`config.mk`:
```
export PLATFORM = sky130hd
export DESIGN_NAME = ssp_core
export DESIGN_NICKNAME = d
export VERILOG_FILES = /design/src/hdl/ssp_core.v /design/src/hdl/ssp_sync2.v
export VERILOG_INCLUDE_DIRS = /design/src /design/src/inc
export SDC_FILE = /design/constraint.sdc
export NUM_CORES = 1
export LEC_CHECK = 0
export ABC_AREA = 1
export BUFFER_PORTS_ARGS = -buffer_cell sky130_fd_sc_hd__buf_2
export CORE_MARGIN = 2
export CORE_UTILIZATION = 48
export CTS_CLUSTER_SIZE = 8
export DETAILED_ROUTE_END_ITERATION = 8
export PLACE_DENSITY = 0.76
export SYNTH_ARGS = -nofsm -noshare
export SYNTH_HDL_FRONTEND = slang
export SYNTH_SLANG_ARGS = --single-unit
```
`constraint.sdc`:
```
create_clock -name aclk -period 1.8 [get_ports aclk]
set_clock_uncertainty 0.2 [all_clocks]
set_input_delay 0.27 -clock aclk [delete_from_list [all_inputs] [get_ports aclk]]
set_output_delay 0.27 -clock aclk [all_outputs]
set_load 0.02 [all_outputs]
```
`src/inc/ssp_defines.vh`:
```
// Register map, field positions, mode codes and bus responses of the serial port
`ifndef SSP_DEFINES_VH
`define SSP_DEFINES_VH
`define SSP_OFF_CONTROL    8'h14
`define SSP_OFF_STATUS     8'h94
`define SSP_OFF_BUFFER     8'h13
`define SSP_OFF_ADDRESS    8'h93
`define SSP_OFF_PINS       8'h20
`define SSP_CTL_WRITE_COLLISION       7
`define SSP_CTL_OVF        6
`define SSP_CTL_EN         5
`define SSP_CTL_CKP        4
`define SSP_ST_SMP         7
`define SSP_ST_CKE         6
`define SSP_ST_DA          5
`define SSP_ST_STOP        4
`define SSP_ST_START       3
`define SSP_ST_RW          2
`define SSP_ST_UA          1
`define SSP_ST_BF          0
`define SSP_MODE_M_DIV4    4'h0
`define SSP_MODE_M_DIV16   4'h1
`define SSP_MODE_M_DIV64   4'h2
`define SSP_MODE_M_TIMER_TWO    4'h3
`define SSP_MODE_S_SS      4'h4
`define SSP_MODE_S_NOSS    4'h5
`define SSP_MODE_I2C7      4'h6
`define SSP_MODE_I2C10     4'h7
`define SSP_MODE_I2C7_SP   4'he
`define SSP_MODE_I2C10_SP  4'hf
`define SSP_RESET_BYTE     8'h00
`define SSP_RESP_OKAY      2'b00
`define SSP_RESP_SLVERR    2'b10
`endif

```
`src/hdl/ssp_core.v`:
```
// Synchronous serial port, SPI master/slave with I2C status bits, AXI4-Lite registers
// Function
// - Edge select with polarity picks shift edge
// - I2C data/address bit tracks last byte
// - I2C read/write bit captured on match
// - Buffer write during transfer sets collision
// - Slave byte into full buffer: overflow, drop
// - Overflow set only in slave and I2C modes
// - Master transfer starts on buffer write
// - I2C data byte into full buffer: overflow, software clears
// - Enable hands clock and data pins over
// - Enable in I2C modes drives SCL low only while polarity clear; SDA never driven
// - Polarity bit sets idle clock level
// - I2C polarity clear holds SCL low
// - Mode 0000 SCK at half aclk rate, 0011 SCK at a quarter of timer2 rate
// - Modes 0100/0101 slave with/without select
// - Modes 0110/0111/1110/1111 I2C slave addressing
//
// Local design decision: the AXI4-Lite interface to the registers.
`timescale 1ns/1ps
`default_nettype none
`include "ssp_defines.vh"
module ssp_core #(
  parameter DIV16 = 4,
  parameter DIV64 = 16
) (
  input  wire        aclk,
  input  wire        aresetn,
  input  wire [7:0]  s_axi_awaddr,
  input  wire        s_axi_awvalid,
  output reg         s_axi_awready,
  input  wire [31:0] s_axi_wdata,
  input  wire [3:0]  s_axi_wstrb,
  input  wire        s_axi_wvalid,
  output reg         s_axi_wready,
  output reg  [1:0]  s_axi_bresp,
  output reg         s_axi_bvalid,
  input  wire        s_axi_bready,
  input  wire [7:0]  s_axi_araddr,
  input  wire        s_axi_arvalid,
  output reg         s_axi_arready,
  output reg  [31:0] s_axi_rdata,
  output reg  [1:0]  s_axi_rresp,
  output reg         s_axi_rvalid,
  input  wire        s_axi_rready,
  input  wire        timer_two_tick,
  input  wire        sck_in,
  output reg         sck_out,
  output reg         sck_oe,
  input  wire        sdi_in,
  output reg         sdo_out,
  output reg         sdo_oe,
  input  wire        ss_n_in,
  output reg         ss_pin_free,
  input  wire        i2c_addr_match,
  input  wire        i2c_addr_rw,
  input  wire        i2c_byte_done,
  input  wire        i2c_byte_is_data
);
  reg  [7:0] port_control_reg;
  reg  [7:0] port_status_reg;
  reg  [7:0] transfer_buffer_reg;
  reg  [7:0] slave_address_reg;
  reg  [7:0] shift_register_reg;
  reg  [2:0] bit_cnt_reg;
  reg        busy_reg;
  reg        sck_int_reg;
  reg        half_reg;
  reg        smp_hold_reg;
  reg        out_bit_reg;
  reg  [5:0] div_cnt_reg;
  reg        t2_half_reg;
  reg        t2_prev_reg;
  reg        sck_prev_reg;
  reg        aw_got_reg;
  reg        w_got_reg;
  reg  [7:0] aw_addr_reg;
  reg  [31:0] w_data_reg;
  reg  [3:0] w_strb_reg;
  wire       sck_s;
  wire       sdi_s;
  wire       ss_n_s;
  wire [3:0] mode = port_control_reg[3:0];
  wire       en = port_control_reg[`SSP_CTL_EN];
  wire       clock_polarity = port_control_reg[`SSP_CTL_CKP];
  wire       cke = port_status_reg[`SSP_ST_CKE];
  wire       input_sample_phase = port_status_reg[`SSP_ST_SMP];
  wire       is_master = (mode == `SSP_MODE_M_DIV4) || (mode == `SSP_MODE_M_DIV16) ||
                         (mode == `SSP_MODE_M_DIV64) || (mode == `SSP_MODE_M_TIMER_TWO);
  // slave modes, select honoured only in 0100
  wire       is_slave = (mode == `SSP_MODE_S_SS) || (mode == `SSP_MODE_S_NOSS);
  wire       is_i2c = (mode == `SSP_MODE_I2C7) || (mode == `SSP_MODE_I2C10) ||
                      (mode == `SSP_MODE_I2C7_SP) || (mode == `SSP_MODE_I2C10_SP);
  wire       ss_ok = (mode == `SSP_MODE_S_NOSS) || !ss_n_s;

  // Pins are sampled twice before use
  ssp_sync2 u_sck (.aclk(aclk), .aresetn(aresetn), .d(sck_in),  .q(sck_s));
  ssp_sync2 u_sdi (.aclk(aclk), .aresetn(aresetn), .d(sdi_in),  .q(sdi_s));
  ssp_sync2 u_ss  (.aclk(aclk), .aresetn(aresetn), .d(ss_n_in), .q(ss_n_s));

  // Master half-bit tick; timer2 output halved first
  wire       t2_edge = timer_two_tick && !t2_prev_reg;
  reg        tick;
  always @* begin
    case (mode)
      `SSP_MODE_M_DIV4:  tick = 1'b1;
      `SSP_MODE_M_DIV16: tick = (div_cnt_reg == DIV16[5:0] - 6'h01);
      `SSP_MODE_M_DIV64: tick = (div_cnt_reg == DIV64[5:0] - 6'h01);
      `SSP_MODE_M_TIMER_TWO:  tick = t2_edge && t2_half_reg;
      default:           tick = 1'b0;
    endcase
  end

  // Slave clock edges; shift edge depends on polarity and edge select
  wire       sck_rise = sck_s && !sck_prev_reg;
  wire       sck_fall = !sck_s && sck_prev_reg;
  wire       out_on_rise = (clock_polarity != cke);
  wire       s_shift_edge = out_on_rise ? sck_rise : sck_fall;
  wire       s_sample_edge = out_on_rise ? sck_fall : sck_rise;

  // AXI handshakes
  wire       aw_take = s_axi_awvalid && s_axi_awready;
  wire       w_take = s_axi_wvalid && s_axi_wready;
  wire       wr_go = aw_got_reg && w_got_reg && !s_axi_bvalid;
  wire       rd_go = s_axi_arvalid && s_axi_arready;
  wire       wr_buf = wr_go && aw_addr_reg == `SSP_OFF_BUFFER && w_strb_reg[0];
  wire       rd_buf = rd_go && s_axi_araddr == `SSP_OFF_BUFFER;
  wire       wr_ctl = wr_go && aw_addr_reg == `SSP_OFF_CONTROL && w_strb_reg[0];
  wire       wr_st = wr_go && aw_addr_reg == `SSP_OFF_STATUS && w_strb_reg[0];
  wire       wr_adr = wr_go && aw_addr_reg == `SSP_OFF_ADDRESS && w_strb_reg[0];
  wire       wr_ok = aw_addr_reg == `SSP_OFF_BUFFER || aw_addr_reg == `SSP_OFF_CONTROL ||
                     aw_addr_reg == `SSP_OFF_STATUS || aw_addr_reg == `SSP_OFF_ADDRESS;

  // Byte completion events
  wire       m_done = busy_reg && is_master && tick && half_reg && bit_cnt_reg == 3'h7;
  // Slave receives whenever clocked, loaded or not, so overflow can be seen
  wire       s_done = en && is_slave && ss_ok && s_sample_edge && bit_cnt_reg == 3'h7;
  wire [7:0] m_rx_byte = {shift_register_reg[6:0], smp_hold_reg};
  wire [7:0] s_rx_byte = {shift_register_reg[6:0], sdi_s};

  // Write channel: address and data taken in either order
  always @(posedge aclk) begin
    if (!aresetn) begin
      s_axi_awready <= 1'b0;
      s_axi_wready  <= 1'b0;
      s_axi_bvalid  <= 1'b0;
      s_axi_bresp   <= `SSP_RESP_OKAY;
      aw_got_reg    <= 1'b0;
      w_got_reg     <= 1'b0;
      aw_addr_reg   <= 8'h00;
      w_data_reg    <= 32'h0000_0000;
      w_strb_reg    <= 4'h0;
    end else begin
      s_axi_awready <= !aw_got_reg && !aw_take && !s_axi_bvalid;
      s_axi_wready  <= !w_got_reg && !w_take && !s_axi_bvalid;
      if (aw_take) begin
        aw_got_reg  <= 1'b1;
        aw_addr_reg <= s_axi_awaddr;
      end
      if (w_take) begin
        w_got_reg  <= 1'b1;
        w_data_reg <= s_axi_wdata;
        w_strb_reg <= s_axi_wstrb;
      end
      if (wr_go) begin
        aw_got_reg   <= 1'b0;
        w_got_reg    <= 1'b0;
        s_axi_bvalid <= 1'b1;
        s_axi_bresp  <= wr_ok ? `SSP_RESP_OKAY : `SSP_RESP_SLVERR;
      end else if (s_axi_bvalid && s_axi_bready) begin
        s_axi_bvalid <= 1'b0;
      end
    end
  end

  // Read channel; one cycle from address to data
  always @(posedge aclk) begin
    if (!aresetn) begin
      s_axi_arready <= 1'b0;
      s_axi_rvalid  <= 1'b0;
      s_axi_rdata   <= 32'h0000_0000;
      s_axi_rresp   <= `SSP_RESP_OKAY;
    end else begin
      s_axi_arready <= !s_axi_rvalid && !rd_go;
      if (rd_go) begin
        s_axi_rvalid <= 1'b1;
        s_axi_rresp  <= `SSP_RESP_OKAY;
        case (s_axi_araddr)
          `SSP_OFF_CONTROL: s_axi_rdata <= {24'h000000, port_control_reg};
          `SSP_OFF_STATUS:  s_axi_rdata <= {24'h000000, port_status_reg};
          `SSP_OFF_BUFFER:  s_axi_rdata <= {24'h000000, transfer_buffer_reg};
          `SSP_OFF_ADDRESS: s_axi_rdata <= {24'h000000, slave_address_reg};
          `SSP_OFF_PINS:    s_axi_rdata <= {29'h0000000, ss_n_s, sdi_s, sck_s};
          default: begin
            s_axi_rdata <= 32'h0000_0000;
            s_axi_rresp <= `SSP_RESP_SLVERR;
          end
        endcase
      end else if (s_axi_rvalid && s_axi_rready) begin
        s_axi_rvalid <= 1'b0;
      end
    end
  end

  // Control register: flags set by hardware win over software clears
  always @(posedge aclk) begin
    if (!aresetn) begin
      port_control_reg <= `SSP_RESET_BYTE;
    end else begin
      if (wr_ctl)
        port_control_reg <= w_data_reg[7:0];
      if (wr_buf && busy_reg)
        port_control_reg[`SSP_CTL_WRITE_COLLISION] <= 1'b1;
      // slave byte lost into full buffer
      if (s_done && port_status_reg[`SSP_ST_BF])
        port_control_reg[`SSP_CTL_OVF] <= 1'b1;
      if (en && is_i2c && i2c_byte_done && i2c_byte_is_data && port_status_reg[`SSP_ST_BF])
        port_control_reg[`SSP_CTL_OVF] <= 1'b1;
    end
  end

  // Status register, buffer and I2C indicators
  always @(posedge aclk) begin
    if (!aresetn) begin
      port_status_reg     <= `SSP_RESET_BYTE;
      transfer_buffer_reg <= `SSP_RESET_BYTE;
      slave_address_reg   <= `SSP_RESET_BYTE;
    end else begin
      if (wr_st)
        port_status_reg[7:6] <= w_data_reg[7:6];
      if (wr_adr)
        slave_address_reg <= w_data_reg[7:0];
      if (rd_buf)
        port_status_reg[`SSP_ST_BF] <= 1'b0;
      if (wr_buf && !busy_reg)
        transfer_buffer_reg <= w_data_reg[7:0];
      if (m_done) begin
        transfer_buffer_reg         <= m_rx_byte;
        port_status_reg[`SSP_ST_BF] <= 1'b1;
      end
      if (s_done && !port_status_reg[`SSP_ST_BF]) begin
        transfer_buffer_reg         <= s_rx_byte;
        port_status_reg[`SSP_ST_BF] <= 1'b1;
      end
      if (en && is_i2c) begin
        if (i2c_addr_match)
          port_status_reg[`SSP_ST_RW] <= i2c_addr_rw;
        if (i2c_byte_done) begin
          port_status_reg[`SSP_ST_DA] <= i2c_byte_is_data;
          if (!port_status_reg[`SSP_ST_BF])
            port_status_reg[`SSP_ST_BF] <= 1'b1;
        end
      end
      if (!en)
        port_status_reg[5:1] <= 5'h00;
    end
  end

  // Shift engine for master and slave
  always @(posedge aclk) begin
    if (!aresetn) begin
      shift_register_reg <= 8'h00;
      bit_cnt_reg  <= 3'h0;
      busy_reg     <= 1'b0;
      half_reg     <= 1'b0;
      smp_hold_reg <= 1'b0;
      out_bit_reg  <= 1'b0;
      sck_int_reg  <= 1'b0;
      div_cnt_reg  <= 6'h00;
      t2_half_reg  <= 1'b0;
      t2_prev_reg  <= 1'b0;
      sck_prev_reg <= 1'b0;
    end else begin
      t2_prev_reg  <= timer_two_tick;
      sck_prev_reg <= sck_s;
      if (t2_edge)
        t2_half_reg <= !t2_half_reg;
      div_cnt_reg <= (tick || !busy_reg) ? 6'h00 : div_cnt_reg + 6'h01;
      if (!busy_reg)
        sck_int_reg <= clock_polarity;
      if (!en) begin
        busy_reg <= 1'b0;
      end else if (wr_buf && !busy_reg) begin
        shift_register_reg <= w_data_reg[7:0];
        busy_reg    <= 1'b1;
        bit_cnt_reg <= 3'h0;
        half_reg    <= 1'b0;
      end else if (busy_reg && is_master && tick) begin
        sck_int_reg <= !sck_int_reg;
        half_reg    <= !half_reg;
        // middle sample at leading half, end sample at trailing
        if (!half_reg && !input_sample_phase)
          smp_hold_reg <= sdi_s;
        if (half_reg) begin
          shift_register_reg <= {shift_register_reg[6:0], input_sample_phase ? sdi_s : smp_hold_reg};
          bit_cnt_reg <= bit_cnt_reg + 3'h1;
          if (bit_cnt_reg == 3'h7)
            busy_reg <= 1'b0;
        end
      end else if (is_slave && ss_ok && s_sample_edge) begin
        shift_register_reg <= s_rx_byte;
        bit_cnt_reg <= bit_cnt_reg + 3'h1;
        if (bit_cnt_reg == 3'h7)
          busy_reg <= 1'b0;
      end
      if (busy_reg && is_master && tick && half_reg && input_sample_phase)
        smp_hold_reg <= sdi_s;
      if (!busy_reg && is_master)
        half_reg <= 1'b0;
      // outgoing bit loads on buffer write, then changes only on the selected edge
      if (en && wr_buf && !busy_reg)
        out_bit_reg <= w_data_reg[7];
      else if (busy_reg && is_master && tick && (half_reg != cke))
        out_bit_reg <= half_reg ? shift_register_reg[6] : shift_register_reg[7];
      else if (en && is_slave && ss_ok && s_shift_edge)
        out_bit_reg <= shift_register_reg[7];
    end
  end

  // Pin drivers from flops; pins stay released while disabled
  always @(posedge aclk) begin
    if (!aresetn) begin
      sck_out     <= 1'b0;
      sck_oe      <= 1'b0;
      sdo_out     <= 1'b0;
      sdo_oe      <= 1'b0;
      ss_pin_free <= 1'b1;
    end else begin
      sck_out <= is_i2c ? 1'b0 : sck_int_reg;
      sck_oe  <= en && (is_master || (is_i2c && !clock_polarity));
      sdo_out <= out_bit_reg;
      sdo_oe  <= en && (is_master || (is_slave && ss_ok));
      ss_pin_free <= !(en && mode == `SSP_MODE_S_SS);
    end
  end
  // Address register is kept for software only; the I2C engine sits outside
  wire unused_ok = slave_address_reg[0];
endmodule // ssp_core
`default_nettype wire

```
`src/hdl/ssp_sync2.v`:
```
// Two-flop synchroniser for one asynchronous level
`timescale 1ns/1ps
`default_nettype none
module ssp_sync2 (
  input  wire aclk,
  input  wire aresetn,
  input  wire d,
  output reg  q
);
  reg meta_reg;

  // First flop feeds only the second
  always @(posedge aclk) begin
    if (!aresetn) begin
      meta_reg <= 1'b0;
      q        <= 1'b0;
    end else begin
      meta_reg <= d;
      q        <= meta_reg;
    end
  end
endmodule // ssp_sync2
`default_nettype wire

```
**Yosys cells after proc, flatten, opt, wreduce, memory -nomap -nowiden**

Index checks and enable logic that the tools add are counted.

- Input port bits: 67
- Register bits after elaboration: 125
- Word-level logic and storage cells: 235

- Reductions and logical operators: 111
- Equal/unequal tests: 25
- $add $sub $neg: 2
- Muxes and demuxes: 52
- Bitwise gates (word level): 1

Operator list:

| cell | number |
|---|---|
| 8-bit 2-to-1 mux | 8 |
| 1-bit logical AND | 54 |
| 8-bit one-hot mux with 5 select lines | 1 |
| 1-bit 2-to-1 mux | 36 |
| 8-bit by 5-bit equality test with 1-bit output (second input constant) | 4 |
| 8-bit equality test (second input constant) | 4 |
| 1-bit zero test | 19 |
| 4-bit by 3-bit equality test with 1-bit output (second input constant) | 4 |
| 1-bit logical OR | 14 |
| 2-bit nonzero test | 7 |
| 3-bit 2-to-1 mux | 4 |
| 3-bit nonzero test | 4 |
| 2-bit AND reduction | 5 |
| 4-bit by 2-bit equality test with 1-bit output (second input constant) | 2 |
| 4-bit equality test (second input constant) | 2 |
| 8-bit by 6-bit equality test with 1-bit output (second input constant) | 1 |
| 2-bit OR reduction | 4 |
| 6-bit by 1-bit adder with 6-bit output (second input constant) | 1 |
| 6-bit by 2-bit equality test with 1-bit output (second input constant) | 1 |
| 6-bit by 4-bit equality test with 1-bit output (second input constant) | 1 |
| 5-bit OR reduction | 1 |
| 4-bit by 1-bit equality test with 1-bit output (second input constant) | 1 |
| 4-bit zero test | 1 |
| 2-bit 2-to-1 mux | 2 |
| 9 further kinds | 10 |

**Longest topological paths before layout**

Gate-level depths: netlist of the first run.

- Word-level depth: 13
- Gate-level depth with buffers: 15
- Depth with buffers taken out: 15

**By module**

From an unflattened synthesis of the first run, not the netlist that was laid out.

- Cells, all modules: 636
- Area total of the unflattened synthesis: 4690.7 sq um

By module, submodules not included:

| module | area each (sq um) | instances | sequential area each (sq um) | cells an instance |
|---|---|---|---|---|
| ssp_core | 4525.6 | 1 | 1861.8 | 618 |
| ssp_sync2 | 55.1 | 3 | 40.0 | 6 |

**Least setup slack after synthesis of the first run**

OpenSTA, ideal clock, no wires.

- Kind: register to register
- Start: register s_axi_bvalid
- End: register shift_register_reg[6]
- Data arrival time: 1578 ps
- Path buffers: 1
- Library setup time: 117 ps
- Path slack: -95 ps
- Clock period less this slack: 1895 ps
- Stages on the path, launching flop included: 12
- Path through: dfxtp_1 > nor3_4 > nand2_4 > nor2_4 > nand3_4 > nand2_1 > inv_1 > nand2_2 > nand2_4 > buf_8 > o21ai_2 > a21oi_1

- Longest elaborated chain between the ends: 7
- Elaborated cells between the ends (all ways): 9
- Classes of those cells: 1 x eq/ne; 1 x mux; 7 x reduce/logical

Ends and longest elaborated chain:

| element | line | text |
|---|---|---|
| start, declared | ssp_core.v:37 | `output reg s_axi_bvalid,` |
| start signal, assigned | ssp_core.v:146 | `s_axi_bvalid <= 1'b0;` |
| start signal, assigned | ssp_core.v:168 | `s_axi_bvalid <= 1'b1;` |
| start signal, assigned | ssp_core.v:171 | `s_axi_bvalid <= 1'b0;` |
| 1-bit zero test (*) | ssp_core.v:124 | `wire wr_go = aw_got_reg && w_got_reg && !s_axi_bvalid;` |
| 1-bit logical AND (*) | ssp_core.v:124 |  |
| 1-bit logical AND (no line) (*) | n/a |  |
| 1-bit logical AND (*) | ssp_core.v:126 | `` wire wr_buf = wr_go && aw_addr_reg == `SSP_OFF_BUFFER && w_strb_reg[0]; `` |
| 1-bit logical AND (*) | ssp_core.v:283 | `end else if (wr_buf && !busy_reg) begin` |
| 3-bit inequality test (no line) or 3-bit nonzero test (tied branches) | n/a |  |
| 3-bit AND reduction (no line) | n/a |  |
| end signal, assigned | ssp_core.v:284 | `shift_register_reg <= w_data_reg[7:0];` |
| end signal, assigned | ssp_core.v:295 | `shift_register_reg <= {shift_register_reg[6:0], input_sample_phase ? sdi_s : smp_hold_reg};` |
| end signal, assigned | ssp_core.v:301 | `shift_register_reg <= s_rx_byte;` |
| end, declared | ssp_core.v:64 | `reg [7:0] shift_register_reg;` |

Mark *: on every way between the ends. The rest lies on a longest branch, timed or not.
A chain may end at the register's enable or synchronous reset.

**Final worst setup path of the first run**

- Start: register div_cnt_reg[1]
- End: register shift_register_reg[5]

- Longest elaborated chain between the ends: 5
- Elaborated cells between the ends (all ways): 9
- Classes of those cells: 3 x eq/ne; 3 x mux; 3 x reduce/logical

Ends and longest elaborated chain:

| element | line | text |
|---|---|---|
| start, declared | ssp_core.v:71 | `reg [5:0] div_cnt_reg;` |
| start signal, assigned | ssp_core.v:278 | `div_cnt_reg <= (tick \|\| !busy_reg) ? 6'h00 : div_cnt_reg + 6'h01;` |
| 6-bit by 4-bit equality test with 1-bit output or 6-bit by 2-bit equality test with 1-bit output (tied branches) | ssp_core.v:108, ssp_core.v:107 |  |
| 1-bit one-hot mux with 4 select lines (*) | ssp_core.v:105 | `case (mode)` |
| 1-bit logical AND (*) | ssp_core.v:288 | `end else if (busy_reg && is_master && tick) begin` |
| 3-bit inequality test (no line) (tied with other cells) | n/a |  |
| 3-bit AND reduction (no line) or 8-bit 2-to-1 mux (tied branches) | n/a |  |

Marks and branches as above.

==> results.ini, run 1 <==
[clock_network]
clock-root-buffer = clkbuf_8
clk_latency_ns = 0.36
cts_buffers = 9
cts_tree = built
cts.path.max_buffers = 2
clkSlewWorstSetupHoldPaths_ns = 0.09
numClockSinks = 99
h-tree-depth = 3

[synth]
yosysSeqAreaShare_pct = 42.73
synthAdderAreaFrac_pct = 0.8093
synth-xor-area-share_pct = 0.9442
synth_edf_count = 0
synth_mux_area_share_pct = 0.2158
synth_cell_types = 47
synth_compound_area_share_pct = 16.54
synth_area_sq_um = 4638
synthCells = 639
synth_common_cells = nand2_1, dfxtp_1, inv_1, nor2_1, a21oi_1
yosysMostFrequentCell = nand2_1
ys_warn_count = 0
yosysTopAreaCellShare_pct = 42.73
synth_simple_gate_area_share_pct = 25.41
synth_top_family_by_area = simple AND/OR/NAND/NOR gates
synth_area_leader_cell = dfxtp_1
syn_area_per_cell_sq_um = 7.259
ys_async_sr_fraction_pct = 0
ys_top_cells_by_area = dfxtp_1, nand2_1, a21oi_1
ys_ff_latch = 99
ys_dominant_reg_cell = dfxtp_1

[drt]
drt_first_pass_iters = 5
drc = 0
vias = 4639
vias_per_cell = 5.042
wl_um = 12370
wl_per_cell_um = 13.44
ant_nets = 0
drt_iter0_drc = 248

[timing]
setup-violations-final = 23
period_share_pct = 109.4
fmax_mhz = 508.0
hold_ws_ns = 0.03161
hold_violations = 0
min_period_ns = 1.969
tightest_slew_ns = 0.5042
setup-tns-final_ns = -2.004
finalMaxSlewViolations = 0
worst_slack_ns = -0.1686
rsz0062_at_grt = yes
relSlewSlack_pct = 66.31

[power]
leakage_nw = 2.789
power_density_nw_per_um2 = 702.6
max-vdd-ir-drop_v = 0.0004287

[layout]
num-nets-final = 856
drive_gt1_share_pct = 27.31
antennaDiodeCount = 0
fill_cells = 820
area_growth_syn_to_layout_pct = 32.69

[critical_path]
start_kind = flop
critPathMaxStageDelay_ns = 0.36
path_buf_inv = 1
worstSetupPathType = flop to flop
cp_top_family = simple AND/OR/NAND/NOR gates
cpMaxStageDelayCell = dfxtp_2
worst-path-max-fanout = 7
cp_cell_sequence = ha_4, nand2_1, nor2_1, nand2_1, nand2_1, nand2_1, nand2_2, nand4_1, nand2_2, nand2_4, buf_4, o21ai_2, a21oi_2
endpoint_kind = flop
critical_path.most_common_cell = nand2_1
cp_data_required_time_ns = 1.86
arrival_ns = 2.03

[run_status]
status = finished, violations left
violations = setup timing

[floorplan]
rows = 35
boundaryPins = 113
fp.dieH_um = 102.3
start_util_pct = 49.73
core_sq_um = 9328
die_area_sq_um = 10470
die_w_um = 102.3

[global_route]
antenna_found_initial = 0
grt_pass1_vias = 4396
grt_pass1_wl_um = 19510
grt_usage_pct = 23.72
gr-total-overflow = 0
grt_max_degree = 36

[place]
numPortBuffers = 59
gp_congestion = 0.9397
hpwl_um = 8768

[job]
max-cap-violations = 0

[hold_path]
min_path_type = primary input to flop

[metal layers]
metal | global-route usage, % | vias to the layer above | part of all wire, %
met5 | 0 | - | 0
li1 | - | 2320 | -
met3 | 4.788 | 32 | 6.0
met4 | 10.05 | 0 | 2.9
met2 | 40.94 | 183 | 48
met1 | 28.79 | 2104 | 43
[per-stage QoR]
stage	setup WS, ns	power (mW)	instances	area, sq um	util, %
3_5_place_dp	-0.2001	2.675	867	5419	58.10
5_1_grt	-0.2725	4.497	920	6155	65.98
6_report	-0.1686	4.324	920	6155	65.98
2_1_floorplan	-0.04054	2.575	664	4768	-
4_1_cts	-0.1083	4.331	909	5941	63.69
3_3_place_gp	-0.1394	2.663	867	5419	58.10
[where the power goes]
part	internal (mW)	leakage (nW)	switching (mW)
Sequential	2.25	0.808	0.0411
Combinational	0.165	1.87	0.237
Clock	0.864	0.116	0.772
[repair_timing]
action | CTS | global route
endpoints found under the setup margin | 30 | 41
gates cloned | 1 | 1
setup buffers | 1 | 13
hold endpoints to repair | 22 | 0
resized for setup | 18 | 41
pin swaps | 5 | 14
hold buffers | 24 | 0
[area by class of cell]
class	count	area (sq um)	share of cell area, %
multi-input cells	435	2280	37.04
flip-flops and latches	99	1993	32.38
repair buffers	156	1161	18.87
inverters	85	322.8	5.245
well taps	129	161.4	2.622
clock buffers	11	151.4	2.460
clock inverters	5	85.08	1.382
[path summary, 6_finish.rpt]
| kind | from | to | slack [ns] | depth (start not counted) |
|---|---|---|---|---|
| worst min register to register | u_sdi.meta_reg | u_sdi.q | 0.22 | 2 |
| worst min-delay path | s_axi_wdata[6] | w_data_reg[6] | 0.03 | 3 |
| worst max-delay path | div_cnt_reg[1] | shift_register_reg[5] | -0.17 | 13 |
| worst max register to register | div_cnt_reg[1] | shift_register_reg[5] | -0.17 | 13 |
[tightest hold or removal path, delay by kind of cell]
| kind | cells | cell delay (ns) |
|---|---|---|
| compound gates | 2 | 0.22 |
| buf+inv | 1 | 0.07 |
[kinds of logic after synthesis]
group | after synthesis
xor+xnor | 5
fa+ha+maj | 3
mux | 1
compound gates | 139
flops | 99
simple gates | 260
other cells | 1
buf+inv | 131
[placed cells by master, fill, tap and decap left out, types with 5 or more instances in the layout]
cell type and n:
dlygate4sd3_1 24, nor3_1 7, buf_2 59, o21ai_2 7, nand3_1 23, nand3_2 5, nor2_2 6, o21ai_0 38
a211oi_1 10, inv_2 7, conb_1 26, buf_4 63, inv_1 75, buf_6 6, o21ai_1 11, a21oi_2 7
nor2_1 59, nand2_1 118, dfxtp_2 9, dfxtp_1 90, a21oi_1 54, nand2_2 9, nand4_1 15, clkbuf_8 11
No activity file was read; power rests on OpenSTA's default activity.
==> run 2: changes to the inputs <==
- CORE_UTILIZATION: 48 -> 60
- CTS_BUF_LIST: unset -> sky130_fd_sc_hd__clkbuf_4 sky130_fd_sc_hd__clkbuf_8
- PLACE_DENSITY: 0.76 -> 0.88
- clock period: 1.8 -> 2.4 ns (I/O delays scaled with it)
==> results.ini, run 2 (same netlist as run 1, synthesis figures left out) <==
[run_status]
status = finished, violations left  ; unchanged
violations = DRC  ; was setup timing

[clock_network]
clk_latency_ns = 0.38  ; was 0.36 ns
cts_tree = built  ; unchanged
numClockSinks = 99  ; unchanged
clkSlewWorstSetupHoldPaths_ns = 0.09  ; about the same
clock-root-buffer = clkbuf_8  ; unchanged
h-tree-depth = 3  ; unchanged
cts_buffers = 9  ; unchanged
cts.path.max_buffers = 2  ; unchanged

[timing]
setup-tns-final_ns = 0  ; was -2.004 ns
fmax_mhz = 453.7
rsz0062_at_grt = no  ; was yes
hold_violations = 0  ; unchanged
period_share_pct = 91.84
setup-violations-final = 0  ; was 23
tightest_slew_ns = 0.5399  ; was 0.5042 ns
min_period_ns = 2.204
finalMaxSlewViolations = 0  ; unchanged
relSlewSlack_pct = 63.67  ; was 66.31%

[layout]
antennaDiodeCount = 0  ; unchanged
final_cells = 809  ; was 920
area_growth_syn_to_layout_pct = 12.65  ; was 32.69%
fin_util_pct = 68.68  ; was 65.98%
final_cell_mix = nand2_1, dfxtp_1, inv_1, nor2_1  ; was nand2_1, dfxtp_1, inv_1, buf_4
drive_gt1_share_pct = 15.98  ; was 27.31%
num-nets-final = 772  ; was 856
final_common_cell = nand2_1  ; unchanged

[drt]
vias = 4357  ; was 4639
vias_per_cell = 5.386  ; was 5.042
drt_iter0_drc = 391  ; was 248
wl_um = 10780  ; was 12370 um
drt_first_pass_iters = 9  ; was 5
wl_per_cell_um = 13.32  ; was 13.44 um
ant_nets = 0  ; unchanged
drc = 1  ; was 0

[floorplan]
boundaryPins = 113  ; unchanged
fp.dieH_um = 91.92  ; was 102.3 um
start_util_pct = 60.97  ; was 49.73%
die_w_um = 91.92  ; was 102.3 um
core_sq_um = 7607  ; was 9328 sq um
die_area_sq_um = 8449  ; was 10470 sq um
rows = 32  ; was 35

[power]
pwr-share-comb_pct = 7.1  ; was 9.3%
leakage_nw = 2.355  ; was 2.789 nW
max-vdd-ir-drop_v = 0.0004237  ; was 0.0004287 V
power_density_nw_per_um2 = 622.3  ; was 702.6 nW/um^2
p_int_mw = 2.500  ; was 3.274 mW
p_sw_mw = 0.7516  ; was 1.050 mW
clockPowerShare_pct = 40.2  ; was 37.8%
seqPwrFrac_pct = 52.6  ; was 52.9%
finalPower_mw = 3.252  ; was 4.324 mW
switching_share_pct = 23.11  ; was 24.28%

[place]
hpwl_um = 7850  ; was 8768 um
gp_congestion = 0.9225  ; was 0.9397
numPortBuffers = 59  ; unchanged
dp_cells = 789  ; was 867

[critical_path]
worst-path-max-fanout = 16  ; was 7
critPathMaxStageDelay_ns = 0.52  ; was 0.36 ns
cp_data_required_time_ns = 2.51  ; was 1.86 ns
worstSetupPathType = primary input to flop  ; was flop to flop
cpMaxStageDelayCell = dlygate4sd3_1  ; was dfxtp_2
start_kind = primary input  ; was flop
cp_cell_sequence = dlygate4sd3_1, buf_2, nand2_1, nor2_1, nand2_1, nand2_1, nand2_1, nand2_2, nand3_2, nor2_2, nand2_2, buf_4, nand3_1, nand2_1, a21oi_1  ; was ha_4, nand2_1, nor2_1, nand2_1, nand2_1, nand2_1, nand2_2, nand4_1, nand2_2, nand2_4, buf_4, o21ai_2, a21oi_2
arrival_ns = 2.31  ; was 2.03 ns
endpoint_kind = flop  ; unchanged
critical_path.most_common_cell = nand2_1  ; unchanged

[global_route]
grt_usage_pct = 26.05  ; was 23.72%
grt_max_degree = 36  ; unchanged
grt_pass1_vias = 3908  ; was 4396
antenna_found_initial = 0  ; unchanged
gr-total-overflow = 0  ; unchanged
grt_pass1_wl_um = 17600  ; was 19510 um

[job]
max-cap-violations = 0  ; unchanged

[hold_path]
min_path_type = primary input to flop  ; unchanged

## run 2: layout make-up
class	instances	area [sq um]
clock buffers	12	152.6
clock inverters	4	97.59
repair buffers	73	410.4
inverters	85	320.3
multi-input cells	434	2135
flip-flops and latches	99	1982
fillers	639	2382
well taps	102	127.6
## run 2: path summary, 6_finish.rpt
path / startpoint / endpoint / slack, ns / depth (start not counted)
setup / recovery: timer_two_tick / transfer_buffer_reg[5] / 0.20 / 15
hold / removal: s_axi_rready / s_axi_rvalid / 0.02 / 4
hold reg to reg: u_sdi.meta_reg / u_sdi.q / 0.21 / 2
setup reg to reg: aw_addr_reg[3] / transfer_buffer_reg[0] / 0.24 / 8
## run 2: layer usage
layer  up-vias  global-route usage (%)  part of all wire [%]
li1       2154                       -                     -
met1      1967                   32.01                    43
met2       207                   44.73                    47
met3        29                   3.451                   7.0
met4         0                   13.18                   2.9
met5         -                       0                     0
## run 2: worst max-delay path, delay by kind of cell
family | cells | cell delay [ns]
AOI/OAI and AO/OA | 1 | 0.12
buffers and inverters | 3 | 0.85
and+or+nand+nor | 11 | 0.98
## run 2: power by group through the flow
stage	sequential, mW	clock [mW]	combinational [mW]
final	1.71	1.31	0.232
after global routing	1.72	1.38	0.260
after CTS	1.71	1.31	0.231
after detailed placement	1.75	0	0.225
after global placement	1.75	0	0.218
after floorplan	1.75	0	0.177
## run 2: what timing repair did
action	in CTS	in global routing
hold buffers	4	0
buffers inserted	0	0
resized for setup	0	0
endpoints found under the hold margin	4	0
## run 2: per-stage QoR
stage / instance area (sq um) / setup slack (ns) / hold slack (ns)
2_1_floorplan: 4732 / 0.5048 / 0.1905
3_3_place_gp: 4935 / 0.3718 / 0.1928
3_5_place_dp: 4935 / 0.3171 / 0.1947
4_1_cts: 5225 / 0.2164 / 0.01947
5_1_grt: 5225 / 0.01764 / 0.03382
6_report: 5225 / 0.1958 / 0.01996
==> run 3: changes to the inputs <==
- CORE_UTILIZATION: 60 -> 58
- CTS_BUF_LIST: sky130_fd_sc_hd__clkbuf_4 sky130_fd_sc_hd__clkbuf_8 -> unset
- PLACE_DENSITY: 0.88 -> 0.86
==> results.ini, run 3 (same netlist as run 1, synthesis figures left out) <==
[drt]
drt_iter0_drc = 345  ; was 391
wl_um = 10330  ; was 10780 um
drc = 0  ; was 1
vias = 4289  ; was 4357
vias_per_cell = 5.308  ; was 5.386
wl_per_cell_um = 12.78  ; was 13.32 um
ant_nets = 0  ; unchanged
drt_first_pass_iters = 5  ; was 9

[place]
place_ws_ns = 0.3005  ; was 0.3171 ns
gp_congestion = 0.8839  ; was 0.9225
hpwl_um = 7738  ; was 7850 um
numPortBuffers = 59  ; unchanged

[clock_network]
cts_buffers = 9  ; unchanged
ctsHoldBuffers = 4  ; unchanged
cts_setup_buffers = 0  ; unchanged
cts_tree = built  ; unchanged
h-tree-depth = 3  ; unchanged
clk_latency_ns = 0.37  ; was 0.38 ns
clock-root-buffer = clkbuf_8  ; unchanged
clkSlewWorstSetupHoldPaths_ns = 0.10  ; was 0.09 ns
numClockSinks = 99  ; unchanged
cts_resized = 0  ; unchanged
cts.path.max_buffers = 2  ; unchanged

[timing]
fmax_mhz = 448.6  ; was 453.7 MHz
finalMaxSlewViolations = 0  ; unchanged
min_period_ns = 2.229  ; was 2.204 ns
hold_violations = 0  ; unchanged
relSlewSlack_pct = 65.65  ; was 63.67%
period_share_pct = 92.89  ; was 91.84%
setup-tns-final_ns = 0  ; unchanged
rsz0062_at_grt = no  ; unchanged
tightest_slew_ns = 0.5105  ; was 0.5399 ns
hold_ws_ns = 0.02577  ; was 0.01996 ns
setup-violations-final = 0  ; unchanged
worst_slack_ns = 0.1707  ; was 0.1958 ns

[critical_path]
reg2reg_depth = 14  ; was 8
cp_cell_sequence = dlygate4sd3_1, buf_2, nand2_1, nor2_1, nand2_1, nand2_1, nand2_1, nand2_2, nand3_2, nor2_2, nand2_2, nand2_1, nand2_1, nand2_1, a21oi_1  ; was dlygate4sd3_1, buf_2, nand2_1, nor2_1, nand2_1, nand2_1, nand2_1, nand2_2, nand3_2, nor2_2, nand2_2, buf_4, nand3_1, nand2_1, a21oi_1
arrival_ns = 2.28  ; was 2.31 ns
worstSetupPathType = primary input to flop  ; unchanged
cp.depth = 15  ; unchanged
endpoint_kind = flop  ; unchanged
cpMaxStageDelayCell = dlygate4sd3_1  ; unchanged
reg2reg_from = div_cnt_reg[0]  ; was aw_addr_reg[3]
crit_path_start = timer_two_tick  ; unchanged
critPathMaxStageDelay_ns = 0.52  ; about the same
cp_top_family = simple AND/OR/NAND/NOR gates  ; unchanged
start_kind = primary input  ; unchanged
critical_path.most_common_cell = nand2_1  ; unchanged
worst-path-max-fanout = 7  ; was 16
path_buf_inv = 2  ; was 3
cp_data_required_time_ns = 2.45  ; was 2.51 ns

[hold_path]
min_from = s_axi_rready  ; unchanged
min_path_cells = 4  ; unchanged
min_path_type = primary input to flop  ; unchanged

[power]
leakage_nw = 2.310  ; was 2.355 nW
power_density_nw_per_um2 = 566.7  ; was 622.3 nW/um^2
max-vdd-ir-drop_v = 0.0003600  ; was 0.0004237 V

[layout]
num-nets-final = 771  ; was 772
final_common_cell = nand2_1  ; unchanged
final_cell_mix = nand2_1, dfxtp_1, inv_1, nor2_1  ; unchanged
antennaDiodeCount = 0  ; unchanged
drive_gt1_share_pct = 15.86  ; was 15.98%
area_growth_syn_to_layout_pct = 11.17  ; was 12.65%

[floorplan]
rows = 32  ; unchanged
core_sq_um = 7727  ; was 7607 sq um
start_util_pct = 60.02  ; was 60.97%
boundaryPins = 113  ; unchanged
die_area_sq_um = 8728  ; was 8449 sq um
die_w_um = 93.43  ; was 91.92 um
fp.dieH_um = 93.43  ; was 91.92 um

[global_route]
gr-total-overflow = 0  ; unchanged
grt_pass1_wl_um = 17580  ; was 17600 um
grt_usage_pct = 25.49  ; was 26.05%
grt_max_degree = 36  ; unchanged
grt_pass1_vias = 4004  ; was 3908
antenna_found_initial = 0  ; unchanged

[job]
max-cap-violations = 0  ; unchanged

[run_status]
status = finished, final reports clean  ; was finished, violations left

[run 3: power by group]
| group | internal [mW] | switching [mW] |
|---|---|---|
| Combinational | 0.0740 | 0.160 |
| Sequential | 1.68 | 0.0294 |
| Clock | 0.381 | 0.595 |
| Total | 2.14 | 0.784 |
[run 3: path summary, 6_finish.rpt]
kind,to,slack (ns)
max,transfer_buffer_reg[5],0.17
min,s_axi_rvalid,0.03
max reg2reg,transfer_buffer_reg[5],0.25
min reg2reg,u_sdi.q,0.22
[run 3: metrics by stage]
stage               total power [mW]  instance area [sq um]  cells  util [%]
global route                   3.056                   5156    808     66.73
floorplan                      1.931                   4732    664         -
CTS                            2.941                   5156    808     66.73
global placement               1.968                   4940    788     63.92
finish                         2.922                   5156    808     66.73
detailed placement             1.978                   4940    788     63.92
[run 3: area by class of cell]
class | count | area, sq um
Sequential cell | 99 | 1982
Tap cell | 102 | 127.6
Clock inverter | 7 | 52.55
Fill cell | 674 | 2571
Timing Repair Buffer | 72 | 415.4
Inverter | 85 | 320.3
Multi-Input combinational cell | 434 | 2135
Clock buffer | 9 | 123.9
[run 3: routing by layer]
metal	global-route usage (%)	up-vias	part of all wire, %
met5	0	-	0
met4	9.069	0	1.7
met3	5.882	18	7.6
met2	44.24	171	48
met1	30.80	1946	43
li1	-	2154	-
[run 3: worst min-delay path, cell delays in order]
cell and delay, ns:
buf_2 0.07, inv_1 0.03, nand2_1 0.05, a21oi_1 0.05
